### src/verilog/output_align_pkg.sv
// Shared constants for the output clock and alignment marker logic.
// Assumes one system clock domain; converter pins are sampled into it.
package output_align_pkg;
   // -------------------------------------------------------------
   // Word layout
   // -------------------------------------------------------------
   localparam int DATA_W   = 12;
   localparam int MARK_BIT = 12;
   localparam int PAR_BIT  = 13;
   localparam int WORD_W   = 14;

   // -------------------------------------------------------------
   // Latency in half cycles of the conversion clock
   // -------------------------------------------------------------
   localparam int HALF_PER_CYCLE  = 2;
   localparam int LAT_SINGLE_X2   = 7 * HALF_PER_CYCLE;
   localparam int LAT_DUAL_A_X2   = 15;
   localparam int LAT_ALIGN_B_X2  = 17;
   localparam int PIPE_DEPTH      = LAT_ALIGN_B_X2;

   // -------------------------------------------------------------
   // Divider and sampling
   // -------------------------------------------------------------
   localparam int           DIV_W       = 2;
   localparam logic [1:0]   DIV_PHASE   = 2'h0;
   localparam int           DIV2_BIT    = 0;
   localparam int           DIV4_BIT    = 1;
   localparam int           SYNC_W      = 16;
   localparam int           CLK_PERIOD_NS      = 40;
   localparam int           LINK_PERIOD_NS     = 320;
   localparam int           LINK_HALF_CYCLES   = LINK_PERIOD_NS / (2 * CLK_PERIOD_NS);

   // -------------------------------------------------------------
   // Output modes, one-hot
   // -------------------------------------------------------------
   typedef enum logic [2:0] {
      MODE_SINGLE  = 3'h1,
      MODE_ALIGNED = 3'h2,
      MODE_STAGGER = 3'h4
   } out_mode_t;
endpackage

### src/verilog/half_step_pipe.sv
// Delay line advancing once per conversion clock edge.
// Assumes i_shift is a one-cycle pulse in the i_clk domain.
`timescale 1ns/1ns
module half_step_pipe
   import output_align_pkg::*;
#(
   parameter int WIDTH = WORD_W,
   parameter int DEPTH = PIPE_DEPTH
)(
   input  wire logic                        i_clk,
   input  wire logic                        i_rst,
   input  wire logic                        i_shift,
   input  wire logic [WIDTH-1:0]            i_word,
   output logic      [DEPTH-1:0][WIDTH-1:0] o_taps
);
   always_ff @(posedge i_clk)
   begin
      if (i_rst)
      begin
         o_taps <= '0;
      end
      else if (i_shift)
      begin
         o_taps[0] <= i_word;
         for (int k = 1; k < DEPTH; k++)
         begin
            o_taps[k] <= o_taps[k-1];
         end
      end
   end
endmodule // half_step_pipe

### src/verilog/output_clock_sync_alignment.sv
// Output side of the converter: divided sample clock, bus split and marker.
// Assumes the conversion clock and all pins are slower than i_clk by 8x.
// Operation
// (RULE1) Single-bus mode: bus B stays idle
// (RULE2) Each captured pulse gives one marker
// (RULE3) Single-bus marker A follows captured sample
// (RULE4) Two-bus marker B follows captured sample
// (RULE5) Pulse, step or train all accepted
// (RULE6) Divide-by-2 pulse train at most half rate
// (RULE7) Divide-by-4 pulse train at most quarter rate
// (RULE8) Alignment is optional; phase otherwise arbitrary
// (RULE9) Aligned two-bus: sample clock input/2
// (RULE10) Staggered two-bus: sample clock input/4
// (RULE11) Latency 7 single, 7.5 staggered
// (RULE12) Aligned latency 7.5 bus A, 8.5 B
// (RULE13) Pulse sampled on falling input clock edge
// (RULE14) Capture restarts divider at fixed phase
`timescale 1ns/1ns
module output_clock_sync_alignment
   import output_align_pkg::*;
(
   input  wire logic              i_clk,
   input  wire logic              i_rst,
   input  wire logic              i_conversion_clock_in,
   input  wire logic              i_alignment_pulse_pos,
   input  wire logic              i_single_bus_select,
   input  wire logic              i_stagger_select,
   input  wire logic [DATA_W-1:0] i_sample_data,
   output logic                   o_sample_clock_out,
   output logic      [DATA_W-1:0] o_bus_a_data,
   output logic      [DATA_W-1:0] o_bus_b_data,
   output logic                   o_marker_out_bus_a,
   output logic                   o_marker_out_bus_b
);
   // -------------------------------------------------------------
   // Pin synchronisers
   // -------------------------------------------------------------
   logic [SYNC_W-1:0] sync1_q;
   logic [SYNC_W-1:0] sync2_q;
   logic              clk_prev_q;
   logic              conv_clk;
   logic              align_in;
   logic              rise_e;
   logic              fall_e;

   always_ff @(posedge i_clk)
   begin
      if (i_rst)
      begin
         sync1_q <= '0;
         sync2_q <= '0;
      end
      else
      begin
         sync1_q <= {i_conversion_clock_in, i_alignment_pulse_pos,
                     i_single_bus_select, i_stagger_select, i_sample_data};
         sync2_q <= sync1_q;
      end
   end

   assign conv_clk = sync2_q[SYNC_W-1];
   assign align_in = sync2_q[SYNC_W-2];

   always_ff @(posedge i_clk)
   begin
      if (i_rst)
         clk_prev_q <= 1'b0;
      else
         clk_prev_q <= conv_clk;
   end

   assign rise_e = conv_clk & ~clk_prev_q;
   assign fall_e = ~conv_clk & clk_prev_q;

   // -------------------------------------------------------------
   // Mode selection
   // -------------------------------------------------------------
   out_mode_t mode_q;

   always_ff @(posedge i_clk)
   begin
      if (i_rst)
         mode_q <= MODE_SINGLE;
      else if (sync2_q[SYNC_W-3])
         mode_q <= MODE_SINGLE;
      else if (sync2_q[SYNC_W-4])
         mode_q <= MODE_STAGGER;
      else
         mode_q <= MODE_ALIGNED;
   end

   // -------------------------------------------------------------
   // Alignment capture
   // -------------------------------------------------------------
   // Edge of the sampled level, so a step counts once and a train each time
   logic align_last_q;
   logic capture;

   always_ff @(posedge i_clk)
   begin
      if (i_rst)
         align_last_q <= 1'b0;
      else if (fall_e)
         align_last_q <= align_in; // [RULE13]
   end

   assign capture = fall_e & align_in & ~align_last_q; // [RULE5] [RULE13]

   // -------------------------------------------------------------
   // Sample clock divider
   // -------------------------------------------------------------
   // Restarting on every capture keeps phase fixed under legal trains
   logic [DIV_W-1:0] div_q;

   always_ff @(posedge i_clk)
   begin
      if (i_rst)
         div_q <= DIV_PHASE;
      else if (capture)
         div_q <= DIV_PHASE; // [RULE14] [RULE6] [RULE7]
      else if (rise_e)
         div_q <= div_q + DIV_W'(1); // [RULE8]
   end

   always_comb
   begin
      case (mode_q)
         MODE_STAGGER: o_sample_clock_out = div_q[DIV4_BIT]; // [RULE10]
         default:      o_sample_clock_out = div_q[DIV2_BIT]; // [RULE9]
      endcase
   end

   // -------------------------------------------------------------
   // Sample pipeline
   // -------------------------------------------------------------
   // The marker rides as one more data bit, parity picks the bus
   logic                             par_q;
   logic                             par_d;
   logic [WORD_W-1:0]                hold_q;
   logic [WORD_W-1:0]                new_word;
   logic [WORD_W-1:0]                pipe_in;
   logic [PIPE_DEPTH-1:0][WORD_W-1:0] taps;

   assign par_d    = capture ? 1'b0 : ~par_q;
   assign new_word = {par_d, capture, sync2_q[DATA_W-1:0]}; // [RULE2]
   assign pipe_in  = fall_e ? new_word : hold_q;

   always_ff @(posedge i_clk)
   begin
      if (i_rst)
      begin
         par_q  <= 1'b1;
         hold_q <= '0;
      end
      else if (fall_e)
      begin
         par_q  <= par_d;
         hold_q <= {par_d, 1'b0, sync2_q[DATA_W-1:0]};
      end
   end

   half_step_pipe #(
      .WIDTH (WORD_W),
      .DEPTH (PIPE_DEPTH)
   ) u_pipe (
      .i_clk   (i_clk),
      .i_rst   (i_rst),
      .i_shift (rise_e | fall_e),
      .i_word  (pipe_in),
      .o_taps  (taps)
   );

   // -------------------------------------------------------------
   // Output buses
   // -------------------------------------------------------------
   logic [WORD_W-1:0] tap_single;
   logic [WORD_W-1:0] tap_dual;
   logic [WORD_W-1:0] tap_b_aligned;
   logic              shift_e;

   // Output flop adds the last half step, so read one tap early
   assign tap_single    = taps[LAT_SINGLE_X2-1];
   assign tap_dual      = taps[LAT_DUAL_A_X2-1];
   assign tap_b_aligned = taps[LAT_ALIGN_B_X2-1];
   assign shift_e       = rise_e | fall_e;

   always_ff @(posedge i_clk)
   begin
      if (i_rst)
      begin
         o_bus_a_data       <= '0;
         o_bus_b_data       <= '0;
         o_marker_out_bus_a <= 1'b0;
         o_marker_out_bus_b <= 1'b0;
      end
      else if (shift_e)
      begin
         case (mode_q)
            MODE_SINGLE:
            begin
               o_bus_a_data       <= tap_single[DATA_W-1:0]; // [RULE11]
               o_marker_out_bus_a <= tap_single[MARK_BIT];   // [RULE3]
               o_bus_b_data       <= '0;                     // [RULE1]
               o_marker_out_bus_b <= 1'b0;                   // [RULE1]
            end
            MODE_ALIGNED:
            begin
               o_marker_out_bus_a <= 1'b0;
               if (!tap_dual[PAR_BIT])
               begin
                  o_bus_a_data       <= tap_dual[DATA_W-1:0];  // [RULE12]
                  o_marker_out_bus_b <= tap_dual[MARK_BIT];    // [RULE4]
               end
               if (tap_b_aligned[PAR_BIT])
                  o_bus_b_data <= tap_b_aligned[DATA_W-1:0];   // [RULE12]
            end
            default:
            begin
               o_marker_out_bus_a <= 1'b0;
               if (!tap_dual[PAR_BIT])
               begin
                  o_bus_a_data       <= tap_dual[DATA_W-1:0];  // [RULE11]
                  o_marker_out_bus_b <= tap_dual[MARK_BIT];    // [RULE4]
               end
               else
                  o_bus_b_data <= tap_dual[DATA_W-1:0];        // [RULE11]
            end
         endcase
      end
   end

   // -------------------------------------------------------------
   // Assertions
   // -------------------------------------------------------------
   property p_bus_b_idle;
      @(posedge i_clk) disable iff (i_rst)
      (mode_q == MODE_SINGLE) ##1 (mode_q == MODE_SINGLE) [*8]
         |-> (o_bus_b_data == '0) && !o_marker_out_bus_b;
   endproperty
   a_bus_b_idle: assert property (p_bus_b_idle) // [RULE1]
      else $error("Bus B active in single-bus mode");

   property p_marker_single;
      @(posedge i_clk) disable iff (i_rst)
      capture && (mode_q == MODE_SINGLE) |-> ##[55:59] o_marker_out_bus_a;
   endproperty
   a_marker_single: assert property (p_marker_single) // [RULE3]
      else $error("Single-bus marker missing after capture");

   property p_marker_dual;
      @(posedge i_clk) disable iff (i_rst)
      capture && (mode_q != MODE_SINGLE) |-> ##[59:63] o_marker_out_bus_b;
   endproperty
   a_marker_dual: assert property (p_marker_dual) // [RULE4]
      else $error("Two-bus marker missing after capture");

   property p_marker_once;
      @(posedge i_clk) disable iff (i_rst)
      $rose(o_marker_out_bus_a) |-> ##[1:12] !o_marker_out_bus_a;
   endproperty
   a_marker_once: assert property (p_marker_once) // [RULE2]
      else $error("Marker A stands too long");

   property p_capture_on_fall;
      @(posedge i_clk) disable iff (i_rst)
      capture |-> fall_e && $past(conv_clk) && align_in;
   endproperty
   a_capture_on_fall: assert property (p_capture_on_fall) // [RULE13]
      else $error("Capture outside falling edge");

   property p_div_restart;
      @(posedge i_clk) disable iff (i_rst)
      capture |=> (div_q == DIV_PHASE) && !o_sample_clock_out;
   endproperty
   a_div_restart: assert property (p_div_restart) // [RULE14]
      else $error("Divider not restarted on capture");

   property p_div2_edges;
      @(posedge i_clk) disable iff (i_rst)
      (mode_q == MODE_ALIGNED) && $past(mode_q == MODE_ALIGNED)
         && $changed(o_sample_clock_out) |-> $past(rise_e | capture);
   endproperty
   a_div2_edges: assert property (p_div2_edges) // [RULE9]
      else $error("Half-rate clock moved off an input edge");

   property p_div4_hold;
      @(posedge i_clk) disable iff (i_rst)
      (mode_q == MODE_STAGGER) && rise_e && !capture && !div_q[DIV2_BIT]
         |=> $stable(o_sample_clock_out);
   endproperty
   a_div4_hold: assert property (p_div4_hold) // [RULE10]
      else $error("Quarter-rate clock toggled early");

   property p_latency_single;
      @(posedge i_clk) disable iff (i_rst)
      shift_e && (mode_q == MODE_SINGLE)
         |=> o_bus_a_data == $past(taps[LAT_SINGLE_X2-1][DATA_W-1:0]);
   endproperty
   a_latency_single: assert property (p_latency_single) // [RULE11]
      else $error("Single-bus data not from 7-cycle tap");
endmodule // output_clock_sync_alignment
### config.mk
export PLATFORM = sky130hd
export DESIGN_NAME = output_clock_sync_alignment
export DESIGN_NICKNAME = d
export VERILOG_FILES = /design/src/verilog/output_align_pkg.sv /design/src/verilog/half_step_pipe.sv /design/src/verilog/output_clock_sync_alignment.sv
export SDC_FILE = /design/constraint.sdc
export NUM_CORES = 1
export LEC_CHECK = 0
export ABC_AREA = 1
export BUFFER_PORTS_ARGS = -buffer_cell sky130_fd_sc_hd__buf_4
export CORE_MARGIN = 1
export CORE_UTILIZATION = 51
export DETAILED_ROUTE_END_ITERATION = 16
export PLACE_DENSITY = 0.72
export RECOVER_POWER = 100
export SYNTH_ARGS = -nofsm -noshare
export SYNTH_HDL_FRONTEND = slang
export SYNTH_HIERARCHICAL = 1
export SYNTH_SLANG_ARGS = --single-unit
### constraint.sdc
create_clock -name i_clk -period 5.05 [get_ports i_clk]
set_clock_uncertainty 0.2 [all_clocks]
set_input_delay 0 -clock i_clk [delete_from_list [all_inputs] [get_ports i_clk]]
set_output_delay 0 -clock i_clk [all_outputs]
set_load 0.01 [all_outputs]
==> run_results.csv, run 1 <==
group,metric,value,unit
status,outcome,"finished, violations left",
status,violations,"capacitance limit, slew limit",
die,rows,57,
worst_setup_path,critical_path.max_fanout,146,
grt,grt_pass1_wl,37120,um
logic_synthesis,synth_cells,1927,
placed_design,gp_congestion,0.7618,
die,core-area,0.02460,sq mm
clocking,cts.sinks,315,
detailed_routing,viasPerCell,4.315,
sta,rsz0062_at_grt,"no",
sta,drv_slew,53,
clocking,cts_made_buffers,31,
grt,antenna_found_initial,0,
worst_setup_path,crit_type,"in -> reg",
clocking,clkTransAtPathRegs,0.06,ns
power_and_ir_drop,p_leak,6.509,nW
placed_design,dpl.hpwl,12070,um
worst_setup_path,startpoint_type,"input port",
detailed_routing,vias,9925,
clocking,cts_tree,"built",
worst_setup_path,arrival,3.85,ns
clocking,clk_latency,0.54,ns
logic_synthesis,avgSynthCellArea,6.714,sq um
sta,fin_crit,3.614,ns
logic_synthesis,yosysWarnings,6,
logic_synthesis,synth_nets,1947,
detailed_routing,dr.pass1.iters,5,
detailed_routing,drtIter0Drc,628,
final_layout,antennaDiodeCount,0,
detailed_routing,routed_wl,21350,um
detailed_routing,post-route-drc-count,0,
sta,post-route-period-util,71.57,%
die,die_height,161.3,um
die,start_util,52.59,%
final_layout,area_growth_syn_to_layout,9.941,%
die,die-area,0.02601,sq mm
grt,grt_pass1_vias,8796,
sta,hold_ws,0.1987,ns
power_and_ir_drop,powerDensity,388.1,mW/mm^2
die,ios,45,
final_layout,fin_nets,1972,
grt,grt_usage,16.50,%
sta,hold_violations,0,
logic_synthesis,syn_area,0.01294,sq mm
sta,setup_viol,0,
sta,fmax,276.7,MHz
sta,tns,0,ns
placed_design,portBuffers,44,
clocking,post_cts.repair.setup_buffers,0,
worst_setup_path,required,5.28,ns
sta,slew_headroom,-49.47,%
clocking,cts_buffer_depth,3,
worst_setup_path,endpoint_kind,"flip-flop",
power_and_ir_drop,ir_worst_vdd,0.3017,mV
grt,grt_max_degree,183,
flow_run,maxCapViolations,1,
detailed_routing,wl_per_cell,9.280,um
sta,max_slew.worst_pin.slew,2.242,ns
clocking,h-tree-depth,1,
die,die_x,161.3,um
clocking,clockRootBuffer,"clkbuf_16",
detailed_routing,postRouteAntennaNets,0,
grt,grt_overflow_total,0,
min_path,hp-class,"reg -> reg",
final_layout,fin_util,57.81,%
final_layout,final_layout_size_suffix_gt1_share,4.302,%
==> per-layer routing <==
metal	up-vias	track usage, %	wire, um
li1	5550	-	-
met1	4243	19.57	10120
met2	95	30.78	10190
met3	37	2.363	593
met4	0	4.545	448
met5	-	0	0
==> worst max-delay path, stage by stage <==
cell and delay, ns:
dlygate4sd3_1 0.54, clkbuf_1 1.59, inv_6 0.85, buf_4 0.58
nand2_1 0.14, nor2_1 0.04
==> state kept, by name, indices dropped and copies added (netlist names), 2 cells and up <==
name           flops
u_pipe/o_taps    236
mode_q             3
hold_q            13
sync1_q           16
o_bus_b_data      12
sync2_q           16
o_bus_a_data      12
div_q              2
==> where the power goes <==
part | switching, W | internal (W) | total [W]
Combinational | 0.000348 | 0.000221 | 0.000570
Clock | 0.000912 | 0.00130 | 0.00221
Sequential | 0.0000863 | 0.00265 | 0.00274
Total | 0.00135 | 0.00417 | 0.00552
==> layout by cell type (no fill, tap or decap), drive strengths merged <==
master and n:
clkbuf 70, ha 2, o21ai 13, nand3 17, mux2 1, dlygate4sd3 40, or2 1, nand2 603
nand4 1, a21oi 18, xor2 1, bufinv 2, buf 22, inv 296, dfxtp 315, nor3b 1
nor2 560, clkinv 13
==> worst paths after layout <==
kind,start,to,slack [ns],cells after the start
worst max-delay path,i_rst,u_pipe/o_taps[47]$_SDFFE_PP0P_,1.44,6
worst max register to register,sync2_q[15]$_SDFF_PP0_,u_pipe/o_taps[134]$_SDFFE_PP0P_,2.40,7
worst min register to register,sync1_q[12]$_SDFF_PP0_,sync2_q[12]$_SDFF_PP0_,0.20,2
worst min-delay path,sync1_q[12]$_SDFF_PP0_,sync2_q[12]$_SDFF_PP0_,0.20,2
==> layout make-up <==
| cell class | count | area [sq um] |
|---|---|---|
| clock inverters | 15 | 125.1 |
| well taps | 324 | 405.4 |
| multi-input cells | 1218 | 4715 |
| fillers | 2335 | 10380 |
| repair buffers | 90 | 683.2 |
| clock buffers | 42 | 867.1 |
| inverters | 296 | 1124 |
| flip-flops and latches | 315 | 6306 |
==> stage by stage <==
step           power (W)  instance area, sq um  std cells  setup slack [ns]
4_1_cts         0.005598                 14330       2300             2.359
6_report        0.005521                 14220       2300             1.436
5_1_grt         0.005808                 14220       2300             1.096
3_3_place_gp    0.003338                 12940       2203             2.426
3_5_place_dp    0.003355                 12940       2203             2.374
2_1_floorplan   0.003284                 12940       1927             3.348
==> repair_timing <==
item	CTS	global route
resized for setup	0	0
hold buffers	40	0
hold endpoints to repair	52	0
(Power assumes the default switching activity.)
==> inputs of run 2 (changes only) <==
--- a/config.mk
+++ b/config.mk
@@ -10,7 +10,7 @@
 export CORE_MARGIN = 1
 export CORE_UTILIZATION = 51
 export DETAILED_ROUTE_END_ITERATION = 16
-export PLACE_DENSITY = 0.72
+export PLACE_DENSITY = 0.74
 export RECOVER_POWER = 100
 export SYNTH_ARGS = -nofsm -noshare
 export SYNTH_HDL_FRONTEND = slang
==> constraint.sdc (replaced) <==
create_clock -name i_clk -period 3.22 [get_ports i_clk]
set_clock_uncertainty 0.2 [all_clocks]
set_input_delay 0 -clock i_clk [delete_from_list [all_inputs] [get_ports i_clk]]
set_output_delay 0 -clock i_clk [all_outputs]
set_load 0.01 [all_outputs]
==> run 2 against run 1 <==
Net effect: the run now ends clean; critical path depth unchanged; first-iteration DRC count fell by 4.0%; core utilization increased by 0.91 points; final area increased by 1.6%; register-to-register slack worse by 1.6 ns; sequential power is 57% higher; critical path type unchanged; highest routed layer unchanged.
==> run_results.csv, run 2 (synthesis gave the netlist of run 1 again) <==
group,metric,value,unit
grt,grt_usage,17.57,%
power_and_ir_drop,p_leak,6.590,nW
sta,setup_viol,0,
detailed_routing,post-route-drc-count,0,
worst_setup_path,arrival,2.71,ns
sta,hold_violations,0,
worst_setup_path,crit_type,"in -> reg",
clocking,clk_latency,0.55,ns
grt,antenna_found_initial,0,
worst_setup_path,critical_path.max_fanout,114,
power_and_ir_drop,powerDensity,616.3,mW/mm^2
sta,hold_ws,0.2050,ns
final_layout,fin_nets,1983,
sta,fin_crit,2.418,ns
final_layout,final_cell_mix,"nand2_1, nor2_1, dfxtp_1",
clocking,clockRootBuffer,"clkbuf_16",
clocking,cts_buffer_depth,3,
worst_setup_path,startpoint_type,"input port",
clocking,cts_tree,"built",
placed_design,dpl.hpwl,12470,um
clocking,clkTransAtPathRegs,0.06,ns
sta,rsz0062_at_grt,"no",
detailed_routing,postRouteAntennaNets,0,
detailed_routing,drtIter0Drc,603,
placed_design,gp_congestion,0.7630,
detailed_routing,wl_per_cell,9.784,um
die,die_x,161.3,um
status,outcome,"finished, final reports clean",
final_layout,final_layout_size_suffix_gt1_share,4.232,%
power_and_ir_drop,ir_worst_vdd,0.5105,mV
detailed_routing,routed_wl,22590,um
sta,max_slew.worst_pin.slew,1.121,ns
worst_setup_path,required,3.51,ns
final_layout,layout_commonest_cell,"nand2_1",
sta,tns,0,ns
clocking,cts.sinks,315,
detailed_routing,viasPerCell,4.411,
sta,drv_slew,0,
sta,slew_headroom,25.28,%
final_layout,area_growth_syn_to_layout,11.67,%
final_layout,antennaDiodeCount,0,
worst_setup_path,endpoint_kind,"flip-flop",
grt,grt_pass1_vias,9201,
min_path,hp-class,"reg -> reg",
detailed_routing,vias,10190,
sta,post-route-period-util,75.10,%
die,core-area,0.02460,sq mm
grt,grt_pass1_wl,39170,um
die,die_height,161.3,um
placed_design,portBuffers,44,
die,ios,45,
grt,grt_max_degree,115,
clocking,cts_resized,0,
min_path,worstHoldPathCells,2,
final_layout,largest_register_ffs,236,
die,start_util,52.59,%
clocking,h-tree-depth,1,
die,die-area,0.02601,sq mm
clocking,cts_made_buffers,31,
detailed_routing,dr.pass1.iters,5,
sta,fmax,413.5,MHz
die,rows,57,
worst_setup_path,r2r_cells,7,
final_layout,regMostFlops,"u_pipe/o_taps",
flow_run,maxCapViolations,0,
final_layout,top_regs,"u_pipe/o_taps (236), sync1_q (16), sync2_q (16)",
grt,grt_overflow_total,0,
-- run 2: cell count changes in the layout (fill, tap and decap cells not counted) --
cell           delta
inv_1             +1
o21ai_0           -9
o21ai_1           +9
inv_6             +1
clkinv_2         -10
inv_2             -1
clkbuf_2          +1
buf_4            -19
clkbuf_8          +6
clkbuf_4         +16
dlygate4sd3_1     +9
bufinv_16         +1
buf_12            +4
-- run 2: timing repair --
action                    4_1_cts  5_1_grt
hold endpoints to repair       52        0
hold buffers                   49        0
setup buffers                   0        0
-- run 2: layer usage --
metal | GRT usage [%] | vias up | wire length (um)
met1 | 20.75 | 4455 | 10350
met3 | 2.286 | 34 | 660
met2 | 32.93 | 132 | 11110
li1 | - | 5564 | -
met5 | 0 | - | 0
met4 | 5.060 | 0 | 468
-- run 2: worst max-delay path, cell delays in order --
cell and delay (ns):
dlygate4sd3_1 0.55, buf_4 0.30, inv_6 0.64, clkbuf_1 0.90
nand2_1 0.14, nor2_1 0.13
-- run 2: final cells by class --
| type | instances | area, sq um |
|---|---|---|
| Multi-Input combinational cell | 1218 | 4715 |
| Inverter | 296 | 1124 |
| Clock buffer | 48 | 949.7 |
| Tap cell | 324 | 405.4 |
| Timing Repair Buffer | 101 | 835.8 |
| Fill cell | 2278 | 10160 |
| Clock inverter | 7 | 113.9 |
| Sequential cell | 315 | 6306 |
-- run 2: path summary, 6_finish.rpt --
| path | startpoint | to | slack (ns) |
|---|---|---|---|
| hold / removal | sync1_q[4]$_SDFF_PP0_ | sync2_q[4]$_SDFF_PP0_ | 0.21 |
| setup reg to reg | sync2_q[15]$_SDFF_PP0_ | u_pipe/o_taps[184]$_SDFFE_PP0P_ | 0.82 |
| setup / recovery | i_rst | u_pipe/o_taps[18]$_SDFFE_PP0P_ | 0.80 |
| hold reg to reg | sync1_q[4]$_SDFF_PP0_ | sync2_q[4]$_SDFF_PP0_ | 0.21 |
-- run 2: report_power, final --
| part | switching (W) | total (W) | leakage, nW | internal [W] |
|---|---|---|---|---|
| Clock | 0.00144 | 0.00369 | 0.527 | 0.00225 |
| Combinational | 0.000559 | 0.000917 | 3.48 | 0.000358 |
| Sequential | 0.000138 | 0.00430 | 2.58 | 0.00416 |
| Total | 0.00213 | 0.00890 | 6.59 | 0.00677 |
-- run 2: per-stage QoR --
step | instance area, sq um | std cells | setup slack (ns) | power [W] | utilization (%)
final | 14450 | 2309 | 0.8017 | 0.008904 | 58.72
after global routing | 14450 | 2309 | 0.5288 | 0.009344 | 58.72
after CTS | 14560 | 2309 | 1.114 | 0.009006 | 59.16
after detailed placement | 13000 | 2205 | 1.141 | 0.005272 | 52.85
after global placement | 13000 | 2205 | 1.152 | 0.005239 | 52.85
after floorplan | 12940 | 1927 | 1.518 | 0.005150 | -
